`src/rtl/pmc_pkg.sv`:
```
package pmc_pkg;

   // Startup times, in ns, as plain defaults
   localparam int REG_UPPER_START_NS = 2000;
   localparam int REG_LOWER_START_NS = 1000;
   localparam int RC_HF_START_NS     = 800;
   localparam int XO_HF_START_NS     = 60000;
   localparam int CLK_MHZ            = 50;
   localparam int REG_UPPER_CYC = (REG_UPPER_START_NS * CLK_MHZ + 999) / 1000;
   localparam int REG_LOWER_CYC = (REG_LOWER_START_NS * CLK_MHZ + 999) / 1000;
   localparam int RC_HF_CYC     = (RC_HF_START_NS * CLK_MHZ + 999) / 1000;
   localparam int XO_HF_CYC     = (XO_HF_START_NS * CLK_MHZ + 999) / 1000;
   localparam int OFF_ENTRY_CYC = 4;
   localparam int CNT_W         = 13;

   // Register map (byte addresses)
   localparam logic [3:0] ADDR_CTRL   = 4'h0;
   localparam logic [3:0] ADDR_RETAIN = 4'h4;
   localparam logic [3:0] ADDR_CLKCFG = 4'h8;
   localparam logic [3:0] ADDR_STATUS = 4'hC;

   // CTRL fields
   localparam int CTRL_OFF_REQ    = 0;
   localparam int CTRL_CONST_LAT  = 1;
   localparam int CTRL_BUCK_EN    = 2;
   localparam int CTRL_RADIO_ACT  = 3;
   // CLKCFG fields
   localparam int CFG_HF_SRC_LSB  = 0;
   localparam int CFG_LF_SRC_LSB  = 2;
   localparam int CFG_HF_FORCE    = 4;
   localparam int CFG_LF_FORCE    = 5;
   localparam int CFG_XTAL32      = 6;

   localparam logic [31:0] CTRL_RST   = 32'h0000_0000;
   localparam logic [31:0] RETAIN_RST = 32'h0000_000F;
   localparam logic [31:0] CLKCFG_RST = 32'h0000_0000;

   typedef enum logic [1:0] {HF_RC = 2'h0, HF_XTAL = 2'h1, HF_EXT = 2'h2} pmc_hf_src_t;
   typedef enum logic [1:0] {LF_RC = 2'h0, LF_XTAL = 2'h1, LF_EXT = 2'h2, LF_SYNTH = 2'h3} pmc_lf_src_t;

   typedef enum {PS_ON, PS_ENTER_OFF, PS_OFF} pmc_pstate_t;

   typedef struct packed {
      logic upper_reg_en;
      logic lower_reg_en;
      logic buck_en;
      logic buck_suspend;
      logic hf_rc_en;
      logic hf_xtal_run;
      logic hf_xtal_standby;
      logic lf_rc_en;
      logic lf_xtal_en;
      logic lf_synth_en;
   } pmc_pwr_ctl_t;

endpackage

```
`src/rtl/pmc_power_mode_mgr.sv`:
```
`timescale 1ns/1ps
module pmc_power_mode_mgr
   import pmc_pkg::*;
#(
   parameter int NUM_MOD     = 8,
   parameter int RAM_BLOCKS  = 4,
   parameter int XO_START    = XO_HF_CYC
) (
   input  wire logic                  clk,
   input  wire logic                  rst_n,
   input  wire logic [3:0]            avs_address,
   input  wire logic                  avs_read,
   input  wire logic                  avs_write,
   input  wire logic [31:0]           avs_writedata,
   input  wire logic [3:0]            avs_byteenable,
   output logic [31:0]                avs_readdata,
   output logic                       avs_waitrequest,
   input  wire logic                  gpio_detect,
   input  wire logic                  analog_wake_signal,
   input  wire logic                  cpu_sleep,
   input  wire logic                  linear_regulator_mode,
   input  wire logic [NUM_MOD-1:0]    mod_hf_req,
   input  wire logic [NUM_MOD-1:0]    mod_lf_req,
   input  wire logic [NUM_MOD-1:0]    mod_task_trig,
   input  wire logic                  radio_hf_req,
   output logic [NUM_MOD-1:0]         mod_hf_gate,
   output logic [NUM_MOD-1:0]         mod_lf_gate,
   output logic [NUM_MOD-1:0]         mod_run,
   output logic [NUM_MOD-1:0]         mod_task_go,
   output logic                       radio_hf_gate,
   output logic                       radio_src_err,
   output logic                       system_on,
   output logic                       tasks_abort,
   output logic                       pin_wake_armed,
   output logic [RAM_BLOCKS-1:0]      ram_retain,
   output pmc_pwr_ctl_t               pwr_ctl,
   output logic                       hf_crystal_thirtytwo,
   output logic                       hf_div2
);

   logic [31:0]       ctrl_r;
   logic [31:0]       retain_r;
   logic [31:0]       clkcfg_r;
   pmc_pstate_t       pstate_r;
   logic [2:0]        entry_cnt_r;
   logic              wake_pend_r;
   logic [CNT_W-1:0]  up_cnt_r;
   logic [CNT_W-1:0]  lo_cnt_r;
   logic [CNT_W-1:0]  hf_cnt_r;
   logic              hf_sel_r;
   logic              hf_rdy;
   logic              up_rdy;
   logic              lo_rdy;
   logic              on;
   logic              wake_any;
   logic              any_hf;
   logic              any_lf;
   logic              hf_need;
   logic              hf_use_xtal;
   logic              lf_synth;
   logic              const_lat;
   logic              res_rdy;
   pmc_hf_src_t       hf_src;
   pmc_lf_src_t       lf_src;
   logic              bus_ack_r;

   function automatic logic [31:0] be_merge(input logic [31:0] old, input logic [31:0] wd,
                                            input logic [3:0] be);
      logic [31:0] res;
      res = old;
      for (int i = 0; i < 4; i++) begin
         if (be[i]) begin
            res[8*i +: 8] = wd[8*i +: 8];
         end
      end
      return res;
   endfunction

   function automatic logic [CNT_W-1:0] count_up(input logic [CNT_W-1:0] c, input logic en,
                                                 input int lim);
      if (!en) begin
         return '0;
      end else if (c < CNT_W'(lim)) begin
         return c + CNT_W'(1);
      end
      return c;
   endfunction

   assign hf_src      = pmc_hf_src_t'(clkcfg_r[CFG_HF_SRC_LSB +: 2]);
   assign lf_src      = pmc_lf_src_t'(clkcfg_r[CFG_LF_SRC_LSB +: 2]);
   assign const_lat   = ctrl_r[CTRL_CONST_LAT];
   assign on          = (pstate_r == PS_ON);
   assign wake_any    = gpio_detect | analog_wake_signal;
   assign any_hf      = |mod_hf_req;
   assign any_lf      = |mod_lf_req;
   assign lf_synth    = (lf_src == LF_SYNTH) && (any_lf || clkcfg_r[CFG_LF_FORCE]);
   // Synthesis and radio both pin the high-freq source on
   assign hf_need     = on && (any_hf || radio_hf_req || clkcfg_r[CFG_HF_FORCE] || lf_synth
                        || (const_lat && cpu_sleep) || |mod_task_trig);
   assign hf_use_xtal = (hf_src == HF_XTAL) || radio_hf_req;
   assign hf_rdy      = (hf_use_xtal || hf_src == HF_EXT) ? (hf_cnt_r == CNT_W'(XO_START))
                        : (hf_cnt_r == CNT_W'(RC_HF_CYC));
   assign up_rdy      = (up_cnt_r == CNT_W'(REG_UPPER_CYC));
   assign lo_rdy      = (lo_cnt_r == CNT_W'(REG_LOWER_CYC));
   assign res_rdy     = lo_rdy && hf_rdy;

   // Avalon slave: one wait cycle per access, then ack
   assign avs_waitrequest = (avs_read || avs_write) && !bus_ack_r;

   always_ff @(posedge clk) begin
      if (!rst_n) begin
         bus_ack_r <= 1'b0;
      end else begin
         bus_ack_r <= (avs_read || avs_write) && !bus_ack_r;
      end
   end

   always_ff @(posedge clk) begin
      if (!rst_n) begin
         avs_readdata <= '0;
      end else if (avs_read && !bus_ack_r) begin
         unique case (avs_address)
            ADDR_CTRL:   avs_readdata <= ctrl_r;
            ADDR_RETAIN: avs_readdata <= retain_r;
            ADDR_CLKCFG: avs_readdata <= clkcfg_r;
            ADDR_STATUS: avs_readdata <= {26'h0, hf_use_xtal, radio_src_err, up_rdy, lo_rdy,
                                          hf_rdy, on};
            default:     avs_readdata <= 32'h0000_0000;
         endcase
      end
   end

   always_ff @(posedge clk) begin
      if (!rst_n) begin
         ctrl_r   <= CTRL_RST;
         retain_r <= RETAIN_RST;
         clkcfg_r <= CLKCFG_RST;
      end else begin
         // Writes land on the edge where waitrequest is seen low
         if (avs_write && bus_ack_r) begin
            unique case (avs_address)
               ADDR_CTRL:   ctrl_r   <= be_merge(ctrl_r, avs_writedata, avs_byteenable) & 32'h0000_000F;
               ADDR_RETAIN: retain_r <= be_merge(retain_r, avs_writedata, avs_byteenable)
                                        & 32'(({RAM_BLOCKS{1'b1}}));
               ADDR_CLKCFG: clkcfg_r <= be_merge(clkcfg_r, avs_writedata, avs_byteenable) & 32'h0000_007F;
               default: ;
            endcase
         end
         // The off request self-clears once the device has reached System OFF (PS_OFF), not during PS_ENTER_OFF
         if (pstate_r == PS_OFF) begin
            ctrl_r[CTRL_OFF_REQ] <= 1'b0;
         end
      end
   end

   // Power state
   always_ff @(posedge clk) begin
      if (!rst_n) begin
         pstate_r    <= PS_ON;
         entry_cnt_r <= '0;
         wake_pend_r <= 1'b0;
      end else begin
         unique case (pstate_r)
            PS_ON: begin
               wake_pend_r <= 1'b0;
               entry_cnt_r <= '0;
               if (ctrl_r[CTRL_OFF_REQ]) begin
                  pstate_r <= PS_ENTER_OFF;
               end
            end
            PS_ENTER_OFF: begin
               wake_pend_r <= wake_pend_r | wake_any;
               entry_cnt_r <= entry_cnt_r + 3'h1;
               if (entry_cnt_r == 3'(OFF_ENTRY_CYC - 1)) begin
                  pstate_r <= PS_OFF;
               end
            end
            PS_OFF: begin
               if (wake_any || wake_pend_r) begin
                  pstate_r    <= PS_ON;
                  wake_pend_r <= 1'b0;
               end
            end
         endcase
      end
   end

   // Resource start-up timers; a counter at its limit means ready, except HF on HF_EXT (limit RC_HF_CYC, ready at XO_START)
   always_ff @(posedge clk) begin
      if (!rst_n) begin
         up_cnt_r <= '0;
         lo_cnt_r <= '0;
         hf_cnt_r <= '0;
         hf_sel_r <= 1'b0;
      end else begin
         hf_sel_r <= hf_use_xtal;
         // Low power lets the upper regulator drop while the CPU sleeps
         up_cnt_r <= count_up(up_cnt_r, on && (!cpu_sleep || const_lat), REG_UPPER_CYC);
         lo_cnt_r <= count_up(lo_cnt_r, on && (hf_need || !cpu_sleep || const_lat), REG_LOWER_CYC);
         // A switch to or from the crystal restarts the timer, so a running RC never passes for a started crystal
         hf_cnt_r <= count_up(hf_cnt_r, hf_need && (hf_use_xtal == hf_sel_r),
                              hf_use_xtal ? XO_START : RC_HF_CYC);
      end
   end

   // Clock and task gating
   always_ff @(posedge clk) begin
      if (!rst_n) begin
         mod_hf_gate   <= '0;
         mod_lf_gate   <= '0;
         mod_run       <= '0;
         mod_task_go   <= '0;
         radio_hf_gate <= 1'b0;
         radio_src_err <= 1'b0;
      end else begin
         mod_hf_gate   <= on && hf_rdy ? mod_hf_req : '0;
         mod_lf_gate   <= on && (lf_src != LF_SYNTH || hf_rdy) ? mod_lf_req : '0;
         mod_run       <= on ? (mod_hf_req | mod_lf_req | mod_task_trig) : '0;
         // Tasks are held until the lower regulator and clock are up
         mod_task_go   <= on && (const_lat || res_rdy) && res_rdy ? mod_task_trig : '0;
         radio_hf_gate <= on && radio_hf_req && hf_rdy && hf_use_xtal;
         radio_src_err <= radio_hf_req && (hf_src != HF_XTAL);
      end
   end

   // Regulator and oscillator controls
   always_ff @(posedge clk) begin
      if (!rst_n) begin
         pwr_ctl              <= '0;
         system_on            <= 1'b1;
         tasks_abort          <= 1'b0;
         pin_wake_armed       <= 1'b0;
         ram_retain           <= '1;
         hf_crystal_thirtytwo <= 1'b0;
         hf_div2              <= 1'b0;
      end else begin
         system_on      <= on;
         tasks_abort    <= !on;
         pin_wake_armed <= (pstate_r == PS_OFF);
         ram_retain     <= on ? {RAM_BLOCKS{1'b1}} : retain_r[RAM_BLOCKS-1:0];
         pwr_ctl.upper_reg_en    <= on && (!cpu_sleep || const_lat);
         pwr_ctl.lower_reg_en    <= on && (hf_need || !cpu_sleep || const_lat);
         pwr_ctl.buck_en         <= on && ctrl_r[CTRL_BUCK_EN] && !linear_regulator_mode;
         pwr_ctl.buck_suspend    <= on && ctrl_r[CTRL_BUCK_EN] && !ctrl_r[CTRL_RADIO_ACT]
                                    && !linear_regulator_mode && cpu_sleep;
         pwr_ctl.hf_rc_en        <= hf_need && !hf_use_xtal && hf_src == HF_RC;
         pwr_ctl.hf_xtal_run     <= hf_need && hf_use_xtal;
         pwr_ctl.hf_xtal_standby <= on && const_lat && cpu_sleep && hf_use_xtal;
         pwr_ctl.lf_rc_en        <= on && (any_lf || clkcfg_r[CFG_LF_FORCE]) && lf_src == LF_RC;
         pwr_ctl.lf_xtal_en      <= on && (any_lf || clkcfg_r[CFG_LF_FORCE]) && lf_src == LF_XTAL;
         pwr_ctl.lf_synth_en     <= on && lf_synth;
         hf_crystal_thirtytwo    <= clkcfg_r[CFG_XTAL32];
         hf_div2                 <= hf_use_xtal && clkcfg_r[CFG_XTAL32];
      end
   end

endmodule

```
`config.mk`:
```
export PLATFORM = sky130hd
export DESIGN_NAME = pmc_power_mode_mgr
export DESIGN_NICKNAME = d
export VERILOG_FILES = /design/src/rtl/pmc_pkg.sv /design/src/rtl/pmc_power_mode_mgr.sv
export SDC_FILE = /design/constraint.sdc
export NUM_CORES = 1
export LEC_CHECK = 0
export ABC_AREA = 0
export BUFFER_PORTS_ARGS = -buffer_cell sky130_fd_sc_hd__buf_2
export CAP_MARGIN = 0
export CORE_MARGIN = 1
export CORE_UTILIZATION = 51
export DETAILED_ROUTE_END_ITERATION = 8
export HOLD_SLACK_MARGIN = 0.15
export MAX_ROUTING_LAYER = met4
export PLACE_DENSITY = 0.87
export SYNTH_ARGS = -nofsm -noshare
export SYNTH_HDL_FRONTEND = slang
export SYNTH_SLANG_ARGS = --single-unit
export TNS_END_PERCENT = 1
```
`constraint.sdc`:
```
create_clock -name clk -period 3.04 [get_ports clk]
set_input_delay 0.456 -clock clk [delete_from_list [all_inputs] [get_ports clk]]
set_output_delay 0.456 -clock clk [all_outputs]
set_load 0.03 [all_outputs]
```
==> impl_metrics.yaml, run 1 <==
outcome:
  run_status: "completed"
power:
  switching_share: 0.255
  leakagePower_nw: 2.66
  p_per_area_nw_per_um2: 639
  clkPwrFrac: 0.507
  share_seq_of_total_power: 0.412
  p_int_mw: 3.00
  p_comb_frac: 0.081
  power.switching_mw: 1.02
  ir_drop_uv: 374
detailed_routing:
  via_per_inst: 5.51
  drc: 0
  initialDrtViolationCount: 332
  routed_wl_um: 12300
  ant_nets: 0
  wl_per_cell_um: 15.6
  vias: 4362
  dr.pass1.iters: 5
clock_tree:
  cts_setup_buffers: 0
  ctsResizeCount: 0
  ctsHtreeMaxLevel: 4
  cts-root-buf: "clkbuf_8"
  insertion_delay_ns: 0.53
  clock-sinks: 122
  max-clock-path-buffers: 2
  cts_buffers: 17
  cts_tree: "built"
  clkTransAtPathRegs_ns: 0.06
floorplanning:
  coreArea_um2: 9770
  start_util: 0.527
  die_h_um: 102
  io-pin-count: 159
  dieArea_um2: 10500
  num_rows: 36
  die_w_um: 102
synth:
  netlist_area_um2: 5150
  syn_avg_cell_area_um2: 9.55
  synthMuxAreaShare: 0.0421
  yosysSeqAreaShare: 0.474
  synth_top_family_by_area: "simple AND/OR/NAND/NOR gates"
  ys_warn_count: 0
  yosys.area_share.xor_xnor: 0.0323
  ys_seq_elements: 122
  dominantRegCellSynth: "dfxtp_1"
  synthSimpleGateAreaFrac: 0.248
  synthAdderAreaFrac: 0.0389
  synth-compound-area-share: 0.0902
  synth_edf_count: 0
  ys_types: 61
  netlist_instances: 539
  async_flop_share: 0
global_routing:
  grt_pass1_vias: 4111
  antenna_found_initial: 0
  grt_max_degree: 32
  grt_pass1_wl_um: 19300
  groute.usage.overall: 0.253
  grt.overflow.total: 0
finish:
  mostFrequentLayoutCell: "dfxtp_1"
  syn_to_final_growth_pct: 22.2
  drive_above_1_share: 0.255
  layout.nets: 735
  final_util: 0.643
  num-fill-cells: 730
  n_antenna_cell: 0
  final_cell_mix: "dfxtp_1, buf_2, nor2_1, nand2_1, conb_1"
sta:
  hold_ws_ns: 0.171
  setup_viol: 0
  finalSetupTns_ns: 0
  finalHoldViolCount: 0
  finClkSkew_ns: 0.00703
  worst_slew_pin_slew_ns: 0.931
  slew_viol_final: 0
  fmax_ghz: 0.400
  rsz0062_at_grt: "no"
  layout_min_cycle_time_ns: 2.50
  relSlewSlack: 0.377
  fin_crit_sh: 0.823
job:
  cap_violations: 0
hold_path:
  worstHoldPathType: "in2reg"
placement:
  hpwl_um: 8580
  io_buffers: 105
  gp_congestion: 0.879
setup_path:
  cp_max_fo: 12
  worstPathArrival_ns: 2.90
  startpoint_type: "register"
  critPathKind: "reg2reg"
  cp.required_ns: 3.44
  crit_path_end_kind: "register"
## cell families (layout without fill, tap and decap cells)
| logic type | after synthesis | in the layout |
|---|---|---|
| AO/OA/AOI/OAI | 63 | 63 |
| XOR/XNOR | 19 | 19 |
| AND/OR/NAND/NOR | 230 | 230 |
| flip-flops | 122 | 122 |
| buffers and inverters | 69 | 165 |
| other | 1 | 25 |
| adder cells (fa/ha/maj) | 16 | 16 |
| multiplexers | 19 | 19 |
## flip-flops by register name, indices dropped and copies added, names as in the netlist, 2 cells and up
register,cells
ram_retain,4
lo_cnt_r,13
pstate_r,2
mod_task_go,8
up_cnt_r,13
mod_run,8
clkcfg_r,7
mod_hf_gate,8
mod_lf_gate,8
ctrl_r,4
hf_cnt_r,13
pwr_ctl,10
entry_cnt_r,3
avs_readdata,7
retain_r,4
## final cells by class
type,instances,area [um2],share of cell area
Clock buffer,17,414,0.0658
Clock inverter,15,190,0.0302
Inverter,22,85.1,0.0135
Multi-Input combinational cell,372,2420,0.384
Sequential cell,122,2440,0.388
Tap cell,133,166,0.0265
Timing Repair Buffer,111,576,0.0915
## routing by layer
metal	wire length [um]	track usage
met1	4940	0.273
met2	5900	0.414
met3	1050	0.0793
met4	447	0.135
met5	0	-
## cell usage after synthesis, types with 2 or more instances
cell       count  area share
and4_1         5      0.0085
buf_2          6      0.0058
nand2_1       28       0.020
ha_1          16       0.039
xnor2_1       16       0.027
clkbuf_1      13      0.0095
a211oi_1       9       0.013
inv_1         20       0.015
o2111ai_1      3      0.0051
and2_2         7       0.010
a31oi_1        3      0.0036
a21boi_0       2      0.0029
a41oi_1        4      0.0068
and3_2         7       0.010
dfxtp_1      122        0.47
mux2i_1       16       0.031
nor2_1        49       0.036
xor2_1         3      0.0051
buf_6          2      0.0044
o211ai_1       5      0.0073
nand2b_1      10       0.012
o21a_1         2      0.0029
and2_1        23       0.028
o21ai_0        4      0.0039
nand3_1       18       0.018
a22oi_1        2      0.0029
a21oi_1       16       0.016
nor4b_1        2      0.0034
nor4_1        11       0.013
nor3_1        20       0.019
nand4_1        5      0.0061
buf_4         25       0.036
nor4_2         3      0.0073
mux4_2         2      0.0087
and3_1        10       0.012
nor3b_1        3      0.0044
nor2b_1       23       0.028
## what timing repair did
| item | in CTS | in global routing |
|---|---|---|
| endpoints found under the setup margin | 0 | 0 |
| endpoints found under the hold margin | 2 | 0 |
| hold buffers | 2 | 0 |
## worst paths after layout
path                 startpoint             end  slack [ns]  cells after the start
hold reg to reg    lo_cnt_r[11]    lo_cnt_r[11]        0.47                      2
hold / removal    mod_lf_req[5]  mod_lf_gate[5]        0.17                      2
setup reg to reg    clkcfg_r[1]     hf_cnt_r[3]        0.54                      8
setup / recovery    clkcfg_r[1]     hf_cnt_r[3]        0.54                      8
## worst max-delay path: stages (launching register included)
cell and delay, ns:
dfxtp_1 0.42, inv_1 0.09, a21oi_2 0.30, ha_1 0.29, a211oi_1 0.22, o211ai_1 0.38
a2111oi_2 0.45, xnor2_1 0.16, nor2_1 0.05
## power by group through the flow
stage                     Combinational [mW]  Clock [mW]  Sequential, mW
after floorplan                        0.193           0            1.74
after global placement                 0.307           0            1.69
after detailed placement               0.315           0            1.69
after CTS                              0.323        2.06            1.66
after global routing                   0.351        2.15            1.66
final                                  0.324        2.04            1.66
## metrics by stage
step | power (mW) | std cells | area [um2] | setup slack (ns)
2_1_floorplan | 1.93 | 563 | 5240 | 0.848
3_3_place_gp | 1.99 | 758 | 5670 | 0.508
3_5_place_dp | 2.01 | 758 | 5670 | 0.465
4_1_cts | 4.04 | 792 | 6290 | 0.554
5_1_grt | 4.16 | 792 | 6290 | 0.269
6_report | 4.02 | 792 | 6290 | 0.539
No activity file was read; power rests on OpenSTA's default activity.
==> run 2: changes to the inputs <==
clock period = 2.5 ns   (was 3.04 ns; I/O delays follow)
==> run 2 against run 1 <==
  * Combinational power up 41%
  * Hold slack better by 0.014 ns
  * Total power up 24%
  * Clock power up 23%
  * Cell count up 5.3%
  * Via count up 7.4%
  * Cell area up 6.2%
  * Fmax up 11%
  * Critical path type unchanged
  * First-iteration DRC count up 14%
==> impl_metrics.yaml, run 2 (synthesis results as in run 1) <==
placement:
  io_buffers: 105
  gp_congestion: 0.864
  hpwl_um: 8710
  dp_slack_ns: 0.244
sta:
  finClkSkew_ns: 0.00966
  slew_viol_final: 0
  setup_ws_ns: 0.242
  layout_min_cycle_time_ns: 2.26
  fmax_ghz: 0.443
  setup_viol: 0
  relSlewSlack: 0.533
  rsz0062_at_grt: "no"
  fin_crit_sh: 0.903
  finalHoldViolCount: 0
  finalSetupTns_ns: 0
  worst_slew_pin_slew_ns: 0.697
detailed_routing:
  ant_nets: 0
  dr.pass1.iters: 5
  via_per_inst: 5.62
  initialDrtViolationCount: 379
  drc: 0
  routed_wl_um: 14800
  wl_per_cell_um: 17.8
  vias: 4685
power:
  ir_drop_uv: 549
  p_per_area_nw_per_um2: 745
  leakagePower_nw: 2.85
finish:
  num-fill-cells: 657
  drive_above_1_share: 0.256
  final_util: 0.683
  mostFrequentLayoutCell: "dfxtp_1"
  largestRegisters: "hf_cnt_r: 13 flops, lo_cnt_r: 13 flops, up_cnt_r: 13 flops"
  layout.nets: 776
  syn_to_final_growth_pct: 29.8
  final_cell_mix: "dfxtp_1, buf_2, nor2_1, dlygate4sd3_1, nand2_1"
setup_path:
  r2r_cells: 9
  worstPathArrival_ns: 2.67
  startpoint_type: "register"
  crit_path_end_kind: "register"
  cp.required_ns: 2.91
  cp_max_fo: 12
  critPathKind: "reg2reg"
hold_path:
  worstHoldPathType: "in2reg"
  hold_depth: 3
global_routing:
  antenna_found_initial: 1
  grt_pass1_wl_um: 22800
  grt.overflow.total: 0
  grt_pass1_vias: 4623
  groute.usage.overall: 0.302
  grt_max_degree: 36
floorplanning:
  start_util: 0.527
  coreArea_um2: 9770
  die_w_um: 102
  dieArea_um2: 10500
  die_h_um: 102
  io-pin-count: 159
  num_rows: 36
clock_tree:
  insertion_delay_ns: 0.52
  cts_buffers: 17
  cts_setup_buffers: 0
  clock-sinks: 122
  clkTransAtPathRegs_ns: 0.06
  ctsHtreeMaxLevel: 4
  max-clock-path-buffers: 2
  cts-root-buf: "clkbuf_8"
  cts_tree: "built"
outcome:
  run_status: "completed"
job:
  cap_violations: 0
[run 2: cell count changes in the layout (fill, tap and decap cells not counted), sizes merged]
cell,previous run,this run
clkinvlp,3,2
inv,26,23
dlygate4sd3,2,32
buf,109,120
clkinv,5,7
diode,0,1
clkbuf,17,19
[run 2: cell type report]
cell class / instances / area (um2) / share of cell area
multi-input cells: 372 / 2420 / 0.362
clock buffers: 19 / 442 / 0.0661
well taps: 133 / 166 / 0.0249
diodes: 1 / 2.50 / 0.000375
inverters: 22 / 85.1 / 0.0127
repair buffers: 152 / 958 / 0.143
clock inverters: 13 / 168 / 0.0251
flip-flops and latches: 122 / 2440 / 0.366
[run 2: critical path: stages (launching register included)]
cell and delay (ns):
dfxtp_1 0.40, inv_1 0.09, a21oi_2 0.28, ha_1 0.29
a211oi_1 0.24, o211ai_1 0.11, buf_4 0.20, a2111oi_2 0.33
xnor2_1 0.16, nor2_1 0.05
[run 2: final timing paths]
| path | startpoint | end | slack [ns] |
|---|---|---|---|
| max | clkcfg_r[1] | hf_cnt_r[3] | 0.24 |
| min | avs_writedata[0] | retain_r[0] | 0.19 |
| max reg2reg | clkcfg_r[1] | hf_cnt_r[3] | 0.24 |
| min reg2reg | lo_cnt_r[11] | lo_cnt_r[11] | 0.47 |
[run 2: metal layers]
| layer | vias to the layer above | wire length [um] | global-route usage |
|---|---|---|---|
| met5 | - | 0 | - |
| met4 | 0 | 689 | 0.197 |
| met3 | 70 | 1330 | 0.114 |
| met2 | 308 | 7420 | 0.494 |
| met1 | 2189 | 5370 | 0.301 |
| li1 | 2118 | - | - |
[run 2: metrics by stage]
stage / cell area [um2] / hold WS, ns / power, mW / std cells
after floorplan: 5240 / 0.423 / 2.34 / 563
after global placement: 5750 / 0.429 / 2.44 / 769
final: 6680 / 0.186 / 4.98 / 834
after CTS: 6680 / 0.157 / 4.95 / 833
after global routing: 6680 / 0.164 / 5.14 / 834
after detailed placement: 5750 / 0.441 / 2.45 / 769
[run 2: where the power goes]
part | total [mW] | switching (mW) | internal (mW)
registers | 2.02 | 0.0271 | 1.99
clock network | 2.50 | 0.925 | 1.58
logic | 0.457 | 0.301 | 0.157
[run 2: repair_timing]
item                                   CTS  global route
setup endpoints to repair                0             0
gates resized for setup                  0             0
endpoints found under the hold margin   36             0
hold buffers                            32             0
==> run 3: changes to the inputs <==
CORE_UTILIZATION = 46   (was 51)
MAX_ROUTING_LAYER = default   (was met4)
PLACE_DENSITY = 0.8   (was 0.87)
==> run 3 against run 2 <==
  * Cell count rose by 1.7%
  * Flip-flop and latch count stayed put
  * Die area up 11%
  * Total power grew 2.3%
  * First-iteration DRC count down 26%
  * Largest cell class unchanged
==> impl_metrics.yaml, run 3 (synthesis results as in run 1) <==
setup_path:
  crit_start: "radio_hf_req"
  worst-path-stages: 10
  cp.required_ns: 2.91
  regToRegEndpoint: "hf_cnt_r[11]"
  crit_path_end: "hf_cnt_r[11]"
  worstPathCellList: "dlygate4sd3_1, buf_2, a21oi_4, ha_1, a211oi_1, o211ai_1, buf_4, a211oi_1, xnor2_1, nor2_1"
  critical_path.max_stage_delay_ns: 0.54
  crit_buf_inv: 3
  cp_max_fo: 7
  crit_path_end_kind: "register"
  critPathKind: "in2reg"
  r2r_cells: 9
  worstPathArrival_ns: 2.72
  startpoint_type: "input pin"
  timing.rr.start: "clkcfg_r[1]"
  path_delay_family: "buffers and inverters"
  slowest_stage: "dlygate4sd3_1"
  r2r_setup_slack_ns: 0.21
  cp_common_cell: "a211oi_1"
clock_tree:
  insertion_delay_ns: 0.52
  cts_tree: "built"
  cts-root-buf: "clkbuf_8"
  max-clock-path-buffers: 2
  ctsHtreeMaxLevel: 4
  cts_buffers: 17
  clock-sinks: 122
  cts_setup_buffers: 0
  clkTransAtPathRegs_ns: 0.06
hold_path:
  hold_depth: 2
  worstHoldPathType: "in2reg"
sta:
  layout_min_cycle_time_ns: 2.31
  slew_viol_final: 0
  setup_viol: 0
  hold_ws_ns: 0.160
  rsz0062_at_grt: "no"
  finClkSkew_ns: 0.00801
  finalSetupTns_ns: 0
  fin_crit_sh: 0.922
  finalHoldViolCount: 0
  worst_slew_pin_slew_ns: 0.634
  fmax_ghz: 0.434
  relSlewSlack: 0.575
placement:
  io_buffers: 105
  gp_congestion: 0.881
  hpwl_um: 8800
outcome:
  run_status: "completed"
detailed_routing:
  via_per_inst: 5.26
  vias: 4461
  ant_nets: 0
  dr.pass1.iters: 5
  routed_wl_um: 13600
  initialDrtViolationCount: 280
  drc: 0
  wl_per_cell_um: 16.0
floorplanning:
  die_w_um: 108
  start_util: 0.473
  coreArea_um2: 10900
  dieArea_um2: 11600
  io-pin-count: 159
  num_rows: 38
  die_h_um: 108
finish:
  drive_above_1_share: 0.251
  layout.nets: 784
  mostFrequentLayoutCell: "dfxtp_1"
  syn_to_final_growth_pct: 32.3
  final_cell_mix: "dfxtp_1, buf_2, nor2_1, dlygate4sd3_1, nand2_1"
  n_antenna_cell: 0
  num-fill-cells: 818
  largestRegisters: "hf_cnt_r: 13 flops, lo_cnt_r: 13 flops, up_cnt_r: 13 flops"
global_routing:
  antenna_found_initial: 0
  grt_pass1_vias: 4350
  groute.usage.overall: 0.239
  grt_max_degree: 36
  grt_pass1_wl_um: 21200
  grt.overflow.total: 0
job:
  cap_violations: 0
power:
  leakagePower_nw: 2.90
  ir_drop_uv: 581
  p_per_area_nw_per_um2: 748
run 3: cell count changes in the layout (fill, tap and decap cells not counted), moves of 2 or more:
cell and delta:
dlygate4sd3_1 +8, clkbuf_1 +3, clkinv_4 -3, bufinv_16 +2, clkinvlp_4 +2, inv_6 -2
run 3: area by class of cell:
class	count	area, um2	area share
Multi-Input combinational cell	372	2430	0.357
Clock buffer	21	439	0.0645
Clock inverter	11	194	0.0285
Inverter	22	85.1	0.0125
Tap cell	140	175	0.0257
Sequential cell	122	2440	0.359
Timing Repair Buffer	160	1040	0.153
run 3: power breakdown:
| part | internal (mW) | total [mW] | switching, mW |
|---|---|---|---|
| combinational | 0.163 | 0.456 | 0.293 |
| clock | 1.75 | 2.62 | 0.878 |
| sequential | 1.99 | 2.01 | 0.0241 |
| total | 3.90 | 5.09 | 1.20 |
run 3: worst min-delay path by stage:
stage | from | end | slack [ns]
floorplan | lo_cnt_r[11] | lo_cnt_r[11] | 0.42
global placement | lo_cnt_r[11] | lo_cnt_r[11] | 0.43
detailed placement | lo_cnt_r[11] | lo_cnt_r[11] | 0.45
CTS | cpu_sleep | pwr_ctl[6] | 0.16
global route | cpu_sleep | pwr_ctl[6] | 0.17
finish | cpu_sleep | pwr_ctl[6] | 0.16
run 3: what timing repair did:
action / in CTS / in global routing
endpoints found under the setup margin: 0 / 13
hold endpoints to repair: 38 / 0
gates resized for setup: 0 / 3
hold buffers: 40 / 0
run 3: per-stage QoR:
step | worst slack, ns | power, mW | cells | util | cell area, um2
finish | 0.194 | 5.09 | 848 | 0.625 | 6810
global route | 0.0271 | 5.25 | 848 | 0.625 | 6810
CTS | 0.0541 | 5.10 | 848 | 0.624 | 6790
detailed placement | 0.0921 | 2.45 | 776 | 0.529 | 5760
global placement | 0.103 | 2.44 | 776 | 0.529 | 5760
floorplan | 0.308 | 2.34 | 563 | - | 5240
run 3: routing by layer:
metal,track usage,part of all wire,vias up,routed length (um)
li1,-,-,2140,-
met1,0.261,0.41,2103,5590
met2,0.429,0.50,188,6740
met3,0.0630,0.071,30,962
met4,0.110,0.021,0,280
met5,0,0,-,0
